[src/pid_pkg.sv]
// shared types and constants for the pci/isa address decode block
package pid_pkg;
  // address boundaries of the memory map
  localparam logic [31:0] PID_K512     = 32'h0008_0000;
  localparam logic [31:0] PID_K640     = 32'h000a_0000;
  localparam logic [31:0] PID_M1       = 32'h0010_0000;
  localparam logic [31:0] PID_M16      = 32'h0100_0000;
  localparam logic [31:0] PID_M128     = 32'h0800_0000;
  localparam logic [31:0] PID_EXT1M    = 32'hfff0_0000;
  localparam logic [31:0] PID_EXT384   = 32'hfff8_0000;
  localparam logic [31:0] PID_RSV_LOW  = 32'h00f0_0000;
  localparam logic [31:0] PID_RSV_TOP  = 32'h00ff_0000;
  // 64K segment tags (address bits 31:16)
  localparam logic [15:0] PID_SEG_E    = 16'h000e;
  localparam logic [15:0] PID_SEG_F    = 16'h000f;
  localparam logic [15:0] PID_SEG_AE   = 16'hfffe;
  localparam logic [15:0] PID_SEG_AF   = 16'hffff;
  // chip-select control field positions
  localparam int PID_CS_WE     = 2;
  localparam int PID_CS_LOWER  = 6;
  localparam int PID_CS_EXT384 = 7;
  localparam int PID_CS_EXT1M  = 9;
  // top-of-memory field positions
  localparam int PID_TOM_HOLE  = 1;
  localparam int PID_TOM_ESEG  = 3;
  localparam int PID_TOM_LSB   = 3;
  localparam int PID_TOM_MSB   = 7;
  // timing: isa clock is core clock divided, unclaimed cycle length
  localparam int PID_ISA_DIV        = 4;
  localparam int PID_ISA_CLKS       = 6;
  localparam int PID_ISA_CYC_CYCLES = PID_ISA_DIV * PID_ISA_CLKS;
  localparam int PID_SUBTR_WAIT     = 3;
  // request carriers
  typedef struct packed {
    logic [31:0] addr;
    logic        mem;
    logic        io;
    logic        cfg;
    logic        write;
    logic        burst;
  } pid_pci_req_t;
  typedef struct packed {
    logic [31:0] addr;
    logic        write;
    logic        dma;
  } pid_isa_req_t;
  typedef struct packed {
    logic        subtr_en;
    logic [15:0] cs_ctl;
    logic [7:0]  top_of_memory_cfg;
    logic [31:0] pm12_base;
    logic [31:0] pm12_mask;
    logic [31:0] pm13_base;
    logic [31:0] pm13_mask;
    logic        apic_en;
    logic [19:0] apic_page;
    logic        hole_en;
    logic [31:0] hole_lo;
    logic [31:0] hole_hi;
  } pid_cfg_t;
  typedef enum logic [1:0] {PID_IDLE = 2'b00, PID_RUN = 2'b01, PID_DONE = 2'b11} pid_state_t;
  typedef enum logic [1:0] {
    PID_TERM_NONE = 2'b00, PID_TERM_DONE = 2'b01, PID_TERM_RETRY = 2'b10, PID_TERM_DISC = 2'b11
  } pid_term_t;
  typedef enum logic [2:0] {
    PID_RESP_NONE, PID_RESP_OK, PID_RESP_TIMEOUT, PID_RESP_NODEV,
    PID_RESP_TABORT, PID_RESP_RETRY, PID_RESP_DISC
  } pid_resp_t;
  typedef enum logic [2:0] {
    PID_END_NONE, PID_END_NORMAL, PID_END_TIMEOUT, PID_END_MABORT,
    PID_END_TABORT, PID_END_RETRY, PID_END_DISC
  } pid_end_t;
endpackage

[src/pid_decode.sv]
// pci/isa bridge address decode, routing and bios chip select
`timescale 1ns/1ps
`default_nettype none
module pid_decode
  import pid_pkg::*;
(
  input  wire logic         core_clk,
  input  wire logic         rst_n,
  input  wire pid_cfg_t     cfg,
  input  wire logic         pci_req_valid,
  input  wire pid_pci_req_t pci_req,
  input  wire logic         pci_other_claim,
  input  wire logic         int_io_hit_pci,
  input  wire logic         int_io_hit_isa,
  input  wire logic         io_pos_hit,
  input  wire logic         isa_req_valid,
  input  wire pid_isa_req_t isa_req,
  input  wire logic         isa_slave_claim_pin,
  input  wire logic [7:0]   isa_data_pin,
  input  wire pid_resp_t    mst_resp,
  output logic              pci_claim_r,
  output logic              pci_claim_subtr_r,
  output logic              pci_fwd_isa_r,
  output logic              pci_int_r,
  output pid_term_t         pci_term_r,
  output logic              isa_to_pci_r,
  output logic              isa_int_r,
  output logic              isa_cyc_busy_r,
  output logic              isa_cyc_done_r,
  output logic              isa_width16_r,
  output logic [7:0]        isa_rd_data_r,
  output logic              bios_chip_select_n,
  output pid_end_t          mst_end_r
);
  localparam int CW      = $clog2(PID_ISA_CYC_CYCLES);
  localparam int CHK_CYC = PID_ISA_CYC_CYCLES;

  // pin synchronisers (first stage read only by second)
  logic       claim_s1_r, claim_s2_r;
  logic [7:0] data_s1_r, data_s2_r;
  // cycle bookkeeping
  pid_state_t      state_r;           // isa cycle sequencer
  logic [CW-1:0]   cyc_cnt_r;         // core clocks within cycle
  logic            cur_write_r;       // direction of running cycle
  logic            cur_cs_r;          // running cycle selects bios
  logic            cur_burst_r;       // initiator wants more data
  logic            subtr_pend_r;      // waiting out other claimers
  logic [1:0]      subtr_cnt_r;       // wait count
  pid_pci_req_t    pend_req_r;        // request held for subtractive path
  logic            pend_cs_r;
  logic            isa_cs_r;          // isa-master bios select
  logic            start_cyc;         // launch an isa cycle

  // pci-side decode terms
  logic [15:0] pseg;
  logic p_top64, p_low, p_alias_e, p_ext384, p_ext1m, p_bios, p_cs;
  logic p_apic, p_pm, p_int, p_fwd, p_subtr, busy;
  // isa-side decode terms
  logic [31:0] ia, tom_top;
  logic [15:0] iseg;
  logic i_pci, i_cs, i_rsv, i_apic, i_hole;

  // two-flop synchronisers for isa pins
  always_ff @(posedge core_clk) begin
    if (!rst_n) begin
      claim_s1_r <= 1'b0;
      claim_s2_r <= 1'b0;
      data_s1_r  <= 8'h00;
      data_s2_r  <= 8'h00;
    end else begin
      claim_s1_r <= isa_slave_claim_pin;
      claim_s2_r <= claim_s1_r;
      data_s1_r  <= isa_data_pin;
      data_s2_r  <= data_s1_r;
    end
  end

  // pci address-phase decode from current inputs; busy from state_r and subtr_pend_r
  always_comb begin
    pseg      = pci_req.addr[31:16];
    p_top64   = (pseg == PID_SEG_F) || (pseg == PID_SEG_AF);
    p_low     = (pseg == PID_SEG_E) && cfg.cs_ctl[PID_CS_LOWER];
    p_alias_e = (pseg == PID_SEG_AE) && cfg.cs_ctl[PID_CS_LOWER];
    p_ext384  = (pci_req.addr >= PID_EXT384) && (pseg < PID_SEG_AE)
                && cfg.cs_ctl[PID_CS_EXT384];
    p_ext1m   = (pci_req.addr >= PID_EXT1M) && (pci_req.addr < PID_EXT384)
                && cfg.cs_ctl[PID_CS_EXT1M];
    p_bios    = pci_req.mem && (p_top64 || p_low || p_alias_e || p_ext384 || p_ext1m);
    // write protect gates only the select, not the forwarding
    p_cs      = p_bios && (!pci_req.write || cfg.cs_ctl[PID_CS_WE]);
    p_apic    = cfg.apic_en && (pci_req.addr[31:12] == cfg.apic_page);
    p_pm      = pci_req.mem && !cfg.subtr_en
                && ((((pci_req.addr ^ cfg.pm12_base) & ~cfg.pm12_mask) == 32'h0000_0000)
                || (((pci_req.addr ^ cfg.pm13_base) & ~cfg.pm13_mask) == 32'h0000_0000));
    p_int     = pci_req.cfg || (pci_req.io && int_io_hit_pci);
    // positive forward is independent of the subtractive bit for bios
    p_fwd     = !p_int && (p_bios || p_apic || p_pm || (pci_req.io && io_pos_hit));
    // subtractive candidates: anything below 16MB nobody else owns
    p_subtr   = cfg.subtr_en && !p_int && !p_fwd && !pci_req.cfg
                && ((pci_req.mem && (pci_req.addr < PID_M16)) || pci_req.io);
    busy      = (state_r != PID_IDLE) || subtr_pend_r;
  end

  // isa/dma master routing toward main memory
  always_comb begin
    ia      = isa_req.addr;
    iseg    = ia[31:16];
    // top of memory in 1MB steps from the programmed field
    tom_top = {6'h00, ({1'b0, cfg.top_of_memory_cfg[PID_TOM_MSB:PID_TOM_LSB]} + 6'h01), 20'h00000};
    i_rsv   = (ia >= PID_RSV_TOP && ia < PID_M16)
              || (cfg.cs_ctl[PID_CS_LOWER] && ia >= PID_RSV_LOW && ia < PID_RSV_TOP);
    i_apic  = cfg.apic_en && (ia[31:12] == cfg.apic_page);
    i_hole  = cfg.hole_en && (ia >= cfg.hole_lo) && (ia < cfg.hole_hi);
    i_cs    = 1'b0;
    if (ia < PID_K512) begin
      i_pci = 1'b1;
    end else if (ia < PID_K640) begin
      i_pci = !cfg.top_of_memory_cfg[PID_TOM_HOLE];
    end else if (iseg == PID_SEG_E) begin
      // lower bios block: isa and selected when enabled
      i_pci = !cfg.cs_ctl[PID_CS_LOWER] && cfg.top_of_memory_cfg[PID_TOM_ESEG];
      i_cs  = cfg.cs_ctl[PID_CS_LOWER];
    end else if (iseg == PID_SEG_F) begin
      // shadowing does not matter, isa wins here unless the apic page matches
      i_pci = 1'b0;
      i_cs  = 1'b1;
    end else if (ia < PID_M1) begin
      i_pci = 1'b0;
    end else begin
      i_pci = (ia < tom_top) && !i_hole && !i_rsv;
    end
    i_pci = i_pci || i_apic;
    i_cs  = i_cs && (!isa_req.write || cfg.cs_ctl[PID_CS_WE]);
  end

  // pci claim, forward and internal flags, registered one edge after address phase
  always_ff @(posedge core_clk) begin
    if (!rst_n) begin
      pci_claim_r   <= 1'b0;
      pci_fwd_isa_r <= 1'b0;
      pci_int_r     <= 1'b0;
    end else begin
      pci_claim_r   <= pci_req_valid && (p_int || p_fwd);
      pci_fwd_isa_r <= pci_req_valid && p_fwd && !busy;
      pci_int_r     <= pci_req_valid && p_int;
    end
  end

  // subtractive claim: wait for other agents, then take what is left
  always_ff @(posedge core_clk) begin
    if (!rst_n) begin
      subtr_pend_r      <= 1'b0;
      subtr_cnt_r       <= 2'h0;
      pend_req_r        <= '0;
      pend_cs_r         <= 1'b0;
      pci_claim_subtr_r <= 1'b0;
    end else begin
      pci_claim_subtr_r <= 1'b0;
      if (pci_req_valid && p_subtr && !busy) begin
        subtr_pend_r <= 1'b1;
        subtr_cnt_r  <= 2'h0;
        pend_req_r   <= pci_req;
        // e-segment below 1MB is forwarded but never selected on the subtractive path
        pend_cs_r    <= 1'b0;
      end else if (subtr_pend_r) begin
        if (pci_other_claim) begin
          subtr_pend_r <= 1'b0;
        end else if (subtr_cnt_r == 2'(PID_SUBTR_WAIT - 1)) begin
          subtr_pend_r      <= 1'b0;
          pci_claim_subtr_r <= 1'b1;
        end else begin
          subtr_cnt_r <= subtr_cnt_r + 2'h1;
        end
      end
    end
  end

  assign start_cyc = (pci_req_valid && p_fwd && !p_int && !busy)
                     || (subtr_pend_r && !pci_other_claim
                         && subtr_cnt_r == 2'(PID_SUBTR_WAIT - 1));

  // isa cycle sequencer: fixed 8-bit length whether or not a slave claims
  always_ff @(posedge core_clk) begin
    if (!rst_n) begin
      state_r     <= PID_IDLE;
      cyc_cnt_r   <= '0;
      cur_write_r <= 1'b0;
      cur_cs_r    <= 1'b0;
      cur_burst_r <= 1'b0;
    end else begin
      unique case (state_r)
        PID_IDLE: begin
          if (start_cyc) begin
            state_r   <= PID_RUN;
            cyc_cnt_r <= '0;
            // positive path captures live request, subtractive the held one;
            // a retried request landing on the subtractive launch must not win
            if (!subtr_pend_r) begin
              cur_write_r <= pci_req.write;
              cur_cs_r    <= p_cs;
              cur_burst_r <= pci_req.burst;
            end else begin
              cur_write_r <= pend_req_r.write;
              cur_cs_r    <= pend_cs_r;
              cur_burst_r <= pend_req_r.burst;
            end
          end
        end
        PID_RUN: begin
          if (cyc_cnt_r == CW'(PID_ISA_CYC_CYCLES - 1)) begin
            state_r <= PID_DONE;
          end else begin
            cyc_cnt_r <= cyc_cnt_r + 1'b1;
          end
        end
        PID_DONE: begin
          state_r <= PID_IDLE;
        end
      endcase
    end
  end

  // cycle status and read data; unclaimed reads sample the bus anyway
  always_ff @(posedge core_clk) begin
    if (!rst_n) begin
      isa_cyc_busy_r <= 1'b0;
      isa_cyc_done_r <= 1'b0;
      isa_width16_r  <= 1'b0;
      isa_rd_data_r  <= 8'h00;
    end else begin
      isa_cyc_busy_r <= (state_r == PID_RUN);
      isa_cyc_done_r <= (state_r == PID_RUN) && (cyc_cnt_r == CW'(PID_ISA_CYC_CYCLES - 1));
      if (state_r == PID_RUN) begin
        isa_width16_r <= claim_s2_r;
      end
      if (state_r == PID_RUN && cyc_cnt_r == CW'(PID_ISA_CYC_CYCLES - 1) && !cur_write_r) begin
        isa_rd_data_r <= data_s2_r;
      end
    end
  end

  // target terminations: retry while busy, disconnect bursts, else done
  always_ff @(posedge core_clk) begin
    if (!rst_n) begin
      pci_term_r <= PID_TERM_NONE;
    end else if (pci_req_valid && (p_fwd || p_subtr) && !p_int && busy) begin
      pci_term_r <= PID_TERM_RETRY;
    end else if (state_r == PID_DONE) begin
      pci_term_r <= cur_burst_r ? PID_TERM_DISC : PID_TERM_DONE;
    end else begin
      pci_term_r <= PID_TERM_NONE;
    end
  end

  // isa/dma master side routing outputs, followed every cycle
  always_ff @(posedge core_clk) begin
    if (!rst_n) begin
      isa_to_pci_r <= 1'b0;
      isa_int_r    <= 1'b0;
      isa_cs_r     <= 1'b0;
    end else begin
      isa_to_pci_r <= isa_req_valid && !int_io_hit_isa && i_pci;
      isa_int_r    <= isa_req_valid && int_io_hit_isa;
      isa_cs_r     <= isa_req_valid && !i_pci && i_cs;
    end
  end

  // bios chip select, low during a selected forwarded cycle
  always_ff @(posedge core_clk) begin
    if (!rst_n) begin
      bios_chip_select_n <= 1'b1;
    end else begin
      bios_chip_select_n <= !(((state_r == PID_RUN) && cur_cs_r)
                              || (isa_req_valid && !i_pci && i_cs));
    end
  end

  // master-side termination reporting from the pci engine response
  always_ff @(posedge core_clk) begin
    if (!rst_n) begin
      mst_end_r <= PID_END_NONE;
    end else begin
      unique case (mst_resp)
        PID_RESP_OK:      mst_end_r <= PID_END_NORMAL;
        PID_RESP_TIMEOUT: mst_end_r <= PID_END_TIMEOUT;
        PID_RESP_NODEV:   mst_end_r <= PID_END_MABORT;
        PID_RESP_TABORT:  mst_end_r <= PID_END_TABORT;
        PID_RESP_RETRY:   mst_end_r <= PID_END_RETRY;
        PID_RESP_DISC:    mst_end_r <= PID_END_DISC;
        default:          mst_end_r <= PID_END_NONE;
      endcase
    end
  end

  // checks
  chk_isa_int_src: assert property (@(posedge core_clk) disable iff (!rst_n)
    isa_int_r |-> $past(int_io_hit_isa) && $past(isa_req_valid))
    else $error("isa internal claim without register hit");
  chk_cycle_len: assert property (@(posedge core_clk) disable iff (!rst_n)
    $rose(state_r == PID_RUN) |-> ##CHK_CYC (state_r == PID_DONE))
    else $error("isa cycle length wrong");
  chk_read_data: assert property (@(posedge core_clk) disable iff (!rst_n)
    (state_r == PID_DONE && !cur_write_r) |-> isa_rd_data_r == $past(data_s2_r))
    else $error("unclaimed read data not sampled");
  chk_low_fwd: assert property (@(posedge core_clk) disable iff (!rst_n)
    (isa_req_valid && !int_io_hit_isa && isa_req.addr < PID_K512) |=> isa_to_pci_r)
    else $error("low memory not forwarded");
  chk_hole_keep: assert property (@(posedge core_clk) disable iff (!rst_n)
    (isa_req_valid && isa_req.addr >= PID_K512 && isa_req.addr < PID_K640
     && cfg.top_of_memory_cfg[PID_TOM_HOLE] && !i_apic) |=> !isa_to_pci_r)
    else $error("512-640K forwarded while disabled");
  chk_top_bios_isa: assert property (@(posedge core_clk) disable iff (!rst_n)
    (isa_req_valid && isa_req.addr[31:16] == PID_SEG_F && !isa_req.write && !i_apic)
    |=> !isa_to_pci_r && !bios_chip_select_n)
    else $error("top bios not kept on isa");
  chk_write_prot: assert property (@(posedge core_clk) disable iff (!rst_n)
    (pci_req_valid && pci_req.write && p_bios && !cfg.cs_ctl[PID_CS_WE] && !busy
     && !isa_req_valid) |=> ##1 bios_chip_select_n[*4])
    else $error("chip select on protected write");
  chk_retry_busy: assert property (@(posedge core_clk) disable iff (!rst_n)
    (pci_req_valid && p_fwd && !p_int && state_r == PID_RUN) |=> pci_term_r == PID_TERM_RETRY)
    else $error("busy forward not retried");
  chk_ext1m_off: assert property (@(posedge core_clk) disable iff (!rst_n)
    (pci_req_valid && pci_req.mem && pci_req.addr >= PID_EXT1M && pci_req.addr < PID_EXT384
     && !cfg.cs_ctl[PID_CS_EXT1M] && !p_apic && !p_pm) |=> !pci_fwd_isa_r)
    else $error("disabled 1M bios forwarded");
  chk_bios_pos: assert property (@(posedge core_clk) disable iff (!rst_n)
    (pci_req_valid && pci_req.mem && p_top64 && !busy) |=> pci_claim_r && pci_fwd_isa_r)
    else $error("bios not positively decoded");
  chk_reserved: assert property (@(posedge core_clk) disable iff (!rst_n)
    (isa_req_valid && isa_req.addr >= PID_RSV_TOP && isa_req.addr < PID_M16 && !i_apic)
    |=> !isa_to_pci_r)
    else $error("reserved isa memory forwarded");
  chk_subtr_off: assert property (@(posedge core_clk) disable iff (!rst_n)
    (pci_req_valid && pci_req.mem && !pci_req.io && !cfg.subtr_en && !p_bios && !p_pm
     && !p_apic) |=> !pci_fwd_isa_r)
    else $error("memory forwarded outside positive ranges");
endmodule
`default_nettype wire

[config.mk]
export PLATFORM = sky130hd
export DESIGN_NAME = pid_decode
export DESIGN_NICKNAME = d
export VERILOG_FILES = /design/src/pid_pkg.sv /design/src/pid_decode.sv
export SDC_FILE = /design/constraint.sdc
export NUM_CORES = 1
export LEC_CHECK = 0
export ABC_AREA = 0
export CAP_MARGIN = 30
export CORE_AREA = 2 2 139 141
export DETAILED_ROUTE_END_ITERATION = 6
export DIE_AREA = 0 0 141 143
export DONT_BUFFER_PORTS = 1
export GPL_TIMING_DRIVEN = 0
export PLACE_DENSITY = 0.42
export SLEW_MARGIN = 20
export SYNTH_ARGS = -nofsm -noshare
export SYNTH_HDL_FRONTEND = slang
export SYNTH_SLANG_ARGS = --single-unit
[constraint.sdc]
create_clock -name core_clk -period 2.2 [get_ports core_clk]
set_input_delay 0.44 -clock core_clk [delete_from_list [all_inputs] [get_ports core_clk]]
set_output_delay 0.44 -clock core_clk [all_outputs]
set_load 0.005 [all_outputs]
==> impl_metrics.yaml <==
drt:
  drt_iter0_markers: 165
  wirelength_um: 20400
  ant_nets: 0
  drc: 0
  vias: 4673
  firstDrtPassIters: 4
  post_drt_wl_per_cell_um: 23.3
  vias_per_cell: 5.36
outcome:
  status: "finished, final reports clean"
synthesis:
  synth_edf_count: 0
  synthCells: 625
  yosysWarnings: 0
  synth_fp_nets: 1026
  synth.avg_cell_area_um2: 8.42
  yosysSeqAreaShare_pct: 21.3
  synthFlopType: "dfxtp_1"
  ys_seq_elements: 56
  synthDistinctLibCells: 54
  async_flop_share_pct: 0
  synth_area_um2: 5260
floorplan:
  rows: 50
  io_pins: 353
  die_w_um: 141
  start_util_pct: 28.3
  fp.dieH_um: 143
  fp.coreArea_um2: 18600
  die_area_um2: 20200
setup_path:
  start_kind: "primary input"
  startpoint: "pci_req[34]"
  timing.rr.start: "cyc_cnt_r[0]"
  worstSetupPathType: "primary input to register"
  endpoint: "cur_write_r"
  worst_r2r_path_depth: 5
  r2r_slack_ns: 0.32
  worstPathRequired_ns: 2.37
  worstPathMaxFanout: 7
  end_kind: "register"
  r2r_end: "isa_rd_data_r[6]"
  arrival_ns: 2.26
timing:
  clock_skew_ns: 0.00386
  setup_violations: 0
  relSlewSlack_pct: 62.4
  tightest_slew_ns: 0.559
  slew_violations: 0
  fin_crit_ns: 2.09
  period_share_pct: 94.9
  hold_viol_final: 0
  fmax_mhz: 479
global_routing:
  first_global_vias: 4974
  grt_pass1_wl_um: 28900
  grt_max_degree: 18
  grt-ovfl-total: 0
  grt_usage_pct: 19.2
  antenna_found_initial: 2
clocking:
  htreeDepth: 2
  ctsRootBufferMaster: "clkbuf_16"
  cts_buffers: 5
  clock_latency_ns: 0.29
  path_clk_slew_ns: 0.07
  clk_path_buf_depth: 2
  ctsHoldBuffers: 0
  cts_tree: "done"
  cts_num_sinks: 56
power:
  swShare_pct: 27.4
  p_int_mw: 1.87
  p_leak_nw: 2.52
  p_per_area_nw_per_um2: 435
  power_frac_clock_pct: 31.3
  pwr-share-seq_pct: 40.6
  combPwrFrac_pct: 28.1
  netSwitchingPower_uw: 706
  ir_worst_vdd_mv: 0.321
placed_design:
  hpwl_um: 17900
  dp.cells: 859
  io_buffers: 0
  gp_congestion: 0.861
run:
  maxCapViolCount: 0
worst_hold_path:
  hp-class: "primary input to register"
finish:
  drive_gt1_share_pct: 8.33
  fin_util_pct: 31.9
  n_fill_cell: 1971
  final_cells: 872
  syn_to_final_growth_pct: 12.7
  num-nets-final: 1036
-- final cells by class --
type / count / area, um^2 / area share, %
Sequential cell: 56 / 1120 / 18.9
Clock buffer: 6 / 139 / 2.34
Clock inverter: 2 / 13.8 / 0.232
Buffer: 16 / 115 / 1.94
Multi-Input combinational cell: 481 / 3940 / 66.4
Tap cell: 234 / 293 / 4.94
Antenna cell: 2 / 5.00 / 0.0844
Timing Repair Buffer: 4 / 37.5 / 0.633
Inverter: 71 / 267 / 4.50
-- cell usage in the layout, fill, tap and decap left out, types with 20 or more instances in the layout --
master,n
xnor2_1,89
ha_1,71
inv_1,70
dfxtp_1,56
o22ai_1,30
nand4_1,28
nor2_1,27
a21oi_1,23
a21o_1,21
nand2_1,20
-- power by group through the flow --
stage          Combinational (mW)  Clock (mW)  Sequential [mW]
2_1_floorplan               0.541           0             1.07
3_3_place_gp                0.658           0             1.07
3_5_place_dp                0.682           0             1.07
4_1_cts                     0.707       0.829             1.05
5_1_grt                     0.808       0.871             1.05
6_report                    0.724       0.805             1.05
-- Yosys cell counts (all sizes together), types with 10 or more instances --
master,instances,area (um^2)
nand2,22,82.6
nor4,18,134
dfxtp,56,1120
o22ai,33,206
a21oi,24,124
xor2,11,96.3
clkbuf,10,41.3
nor2,27,101
inv,70,263
nand4,28,175
a21o,21,158
nand3,13,65.1
o21ai,11,55.1
and2,19,119
xnor2,100,906
ha,71,888
mux2i,13,130
-- layer usage --
| layer | share of wire, % | GRT usage [%] |
|---|---|---|
| met5 | 0 | 0 |
| met1 | 40 | 22.1 |
| met2 | 48 | 34.4 |
| met3 | 9.7 | 6.27 |
| met4 | 2.3 | 5.00 |
-- metrics by stage --
| step | area (um^2) | power, mW | hold WS, ns | setup TNS, ns | setup slack, ns |
|---|---|---|---|---|---|
| CTS | 5820 | 2.58 | 0.223 | 0 | 0.00455 |
| finish | 5930 | 2.58 | 0.229 | 0 | 0.113 |
| detailed placement | 5550 | 1.75 | 0.417 | -7.36 | -0.534 |
| floorplan | 5260 | 1.61 | 0.408 | 0 | 0.117 |
| global route | 5930 | 2.73 | 0.215 | -0.0475 | -0.0196 |
| global placement | 5550 | 1.73 | 0.415 | -7.83 | -0.579 |
-- critical path: stages --
cell and delay [ns]:
buf_2 0.17, xnor2_1 0.24, o22ai_1 0.13, nor4_2 0.19, nand4_1 0.15, buf_6 0.16, a2111oi_4 0.39, o31ai_4 0.17
nand3_1 0.14, o31ai_2 0.08
-- kinds of logic (layout without fill, tap and decap cells) --
kind of cell	Yosys count	in the layout	share of synthesized area (%)
fa+ha+maj	71	71	16.9
other cells	0	2	0
compound gates	126	126	16.1
mux	13	13	2.47
buf+inv	88	99	7.11
flops	56	56	21.3
xor+xnor	111	111	19.1
simple gates	160	160	17.1
-- state kept, by name (all words and copies together) (netlist names), 2 cells and up --
register       cells
data_s1_r          8
data_s2_r          8
isa_rd_data_r      8
cyc_cnt_r          5
mst_end_r          3
pci_term_r         2
pend_req_r         2
state_r            2
subtr_cnt_r        2
-- how the worst min path moves through the flow --
stage	end	slack, ns	from	depth (start not counted)
5_1_grt	mst_end_r[0]	0.22	mst_resp[1]	1
2_1_floorplan	bios_chip_select_n	0.41	cur_cs_r	1
6_report	mst_end_r[2]	0.23	mst_resp[1]	1
3_3_place_gp	data_s2_r[4]	0.42	data_s1_r[4]	1
3_5_place_dp	data_s2_r[2]	0.42	data_s1_r[2]	1
4_1_cts	mst_end_r[0]	0.22	mst_resp[1]	1
-- timing repair --
| item | 4_1_cts | 5_1_grt |
|---|---|---|
| setup buffers | 2 | 2 |
| endpoints found under the hold margin | 0 | 0 |
| setup endpoints to repair | 12 | 24 |
| pin swaps | 6 | 13 |
| resized for setup | 15 | 18 |
| gates cloned | 0 | 0 |
(Power assumes the default switching activity.)
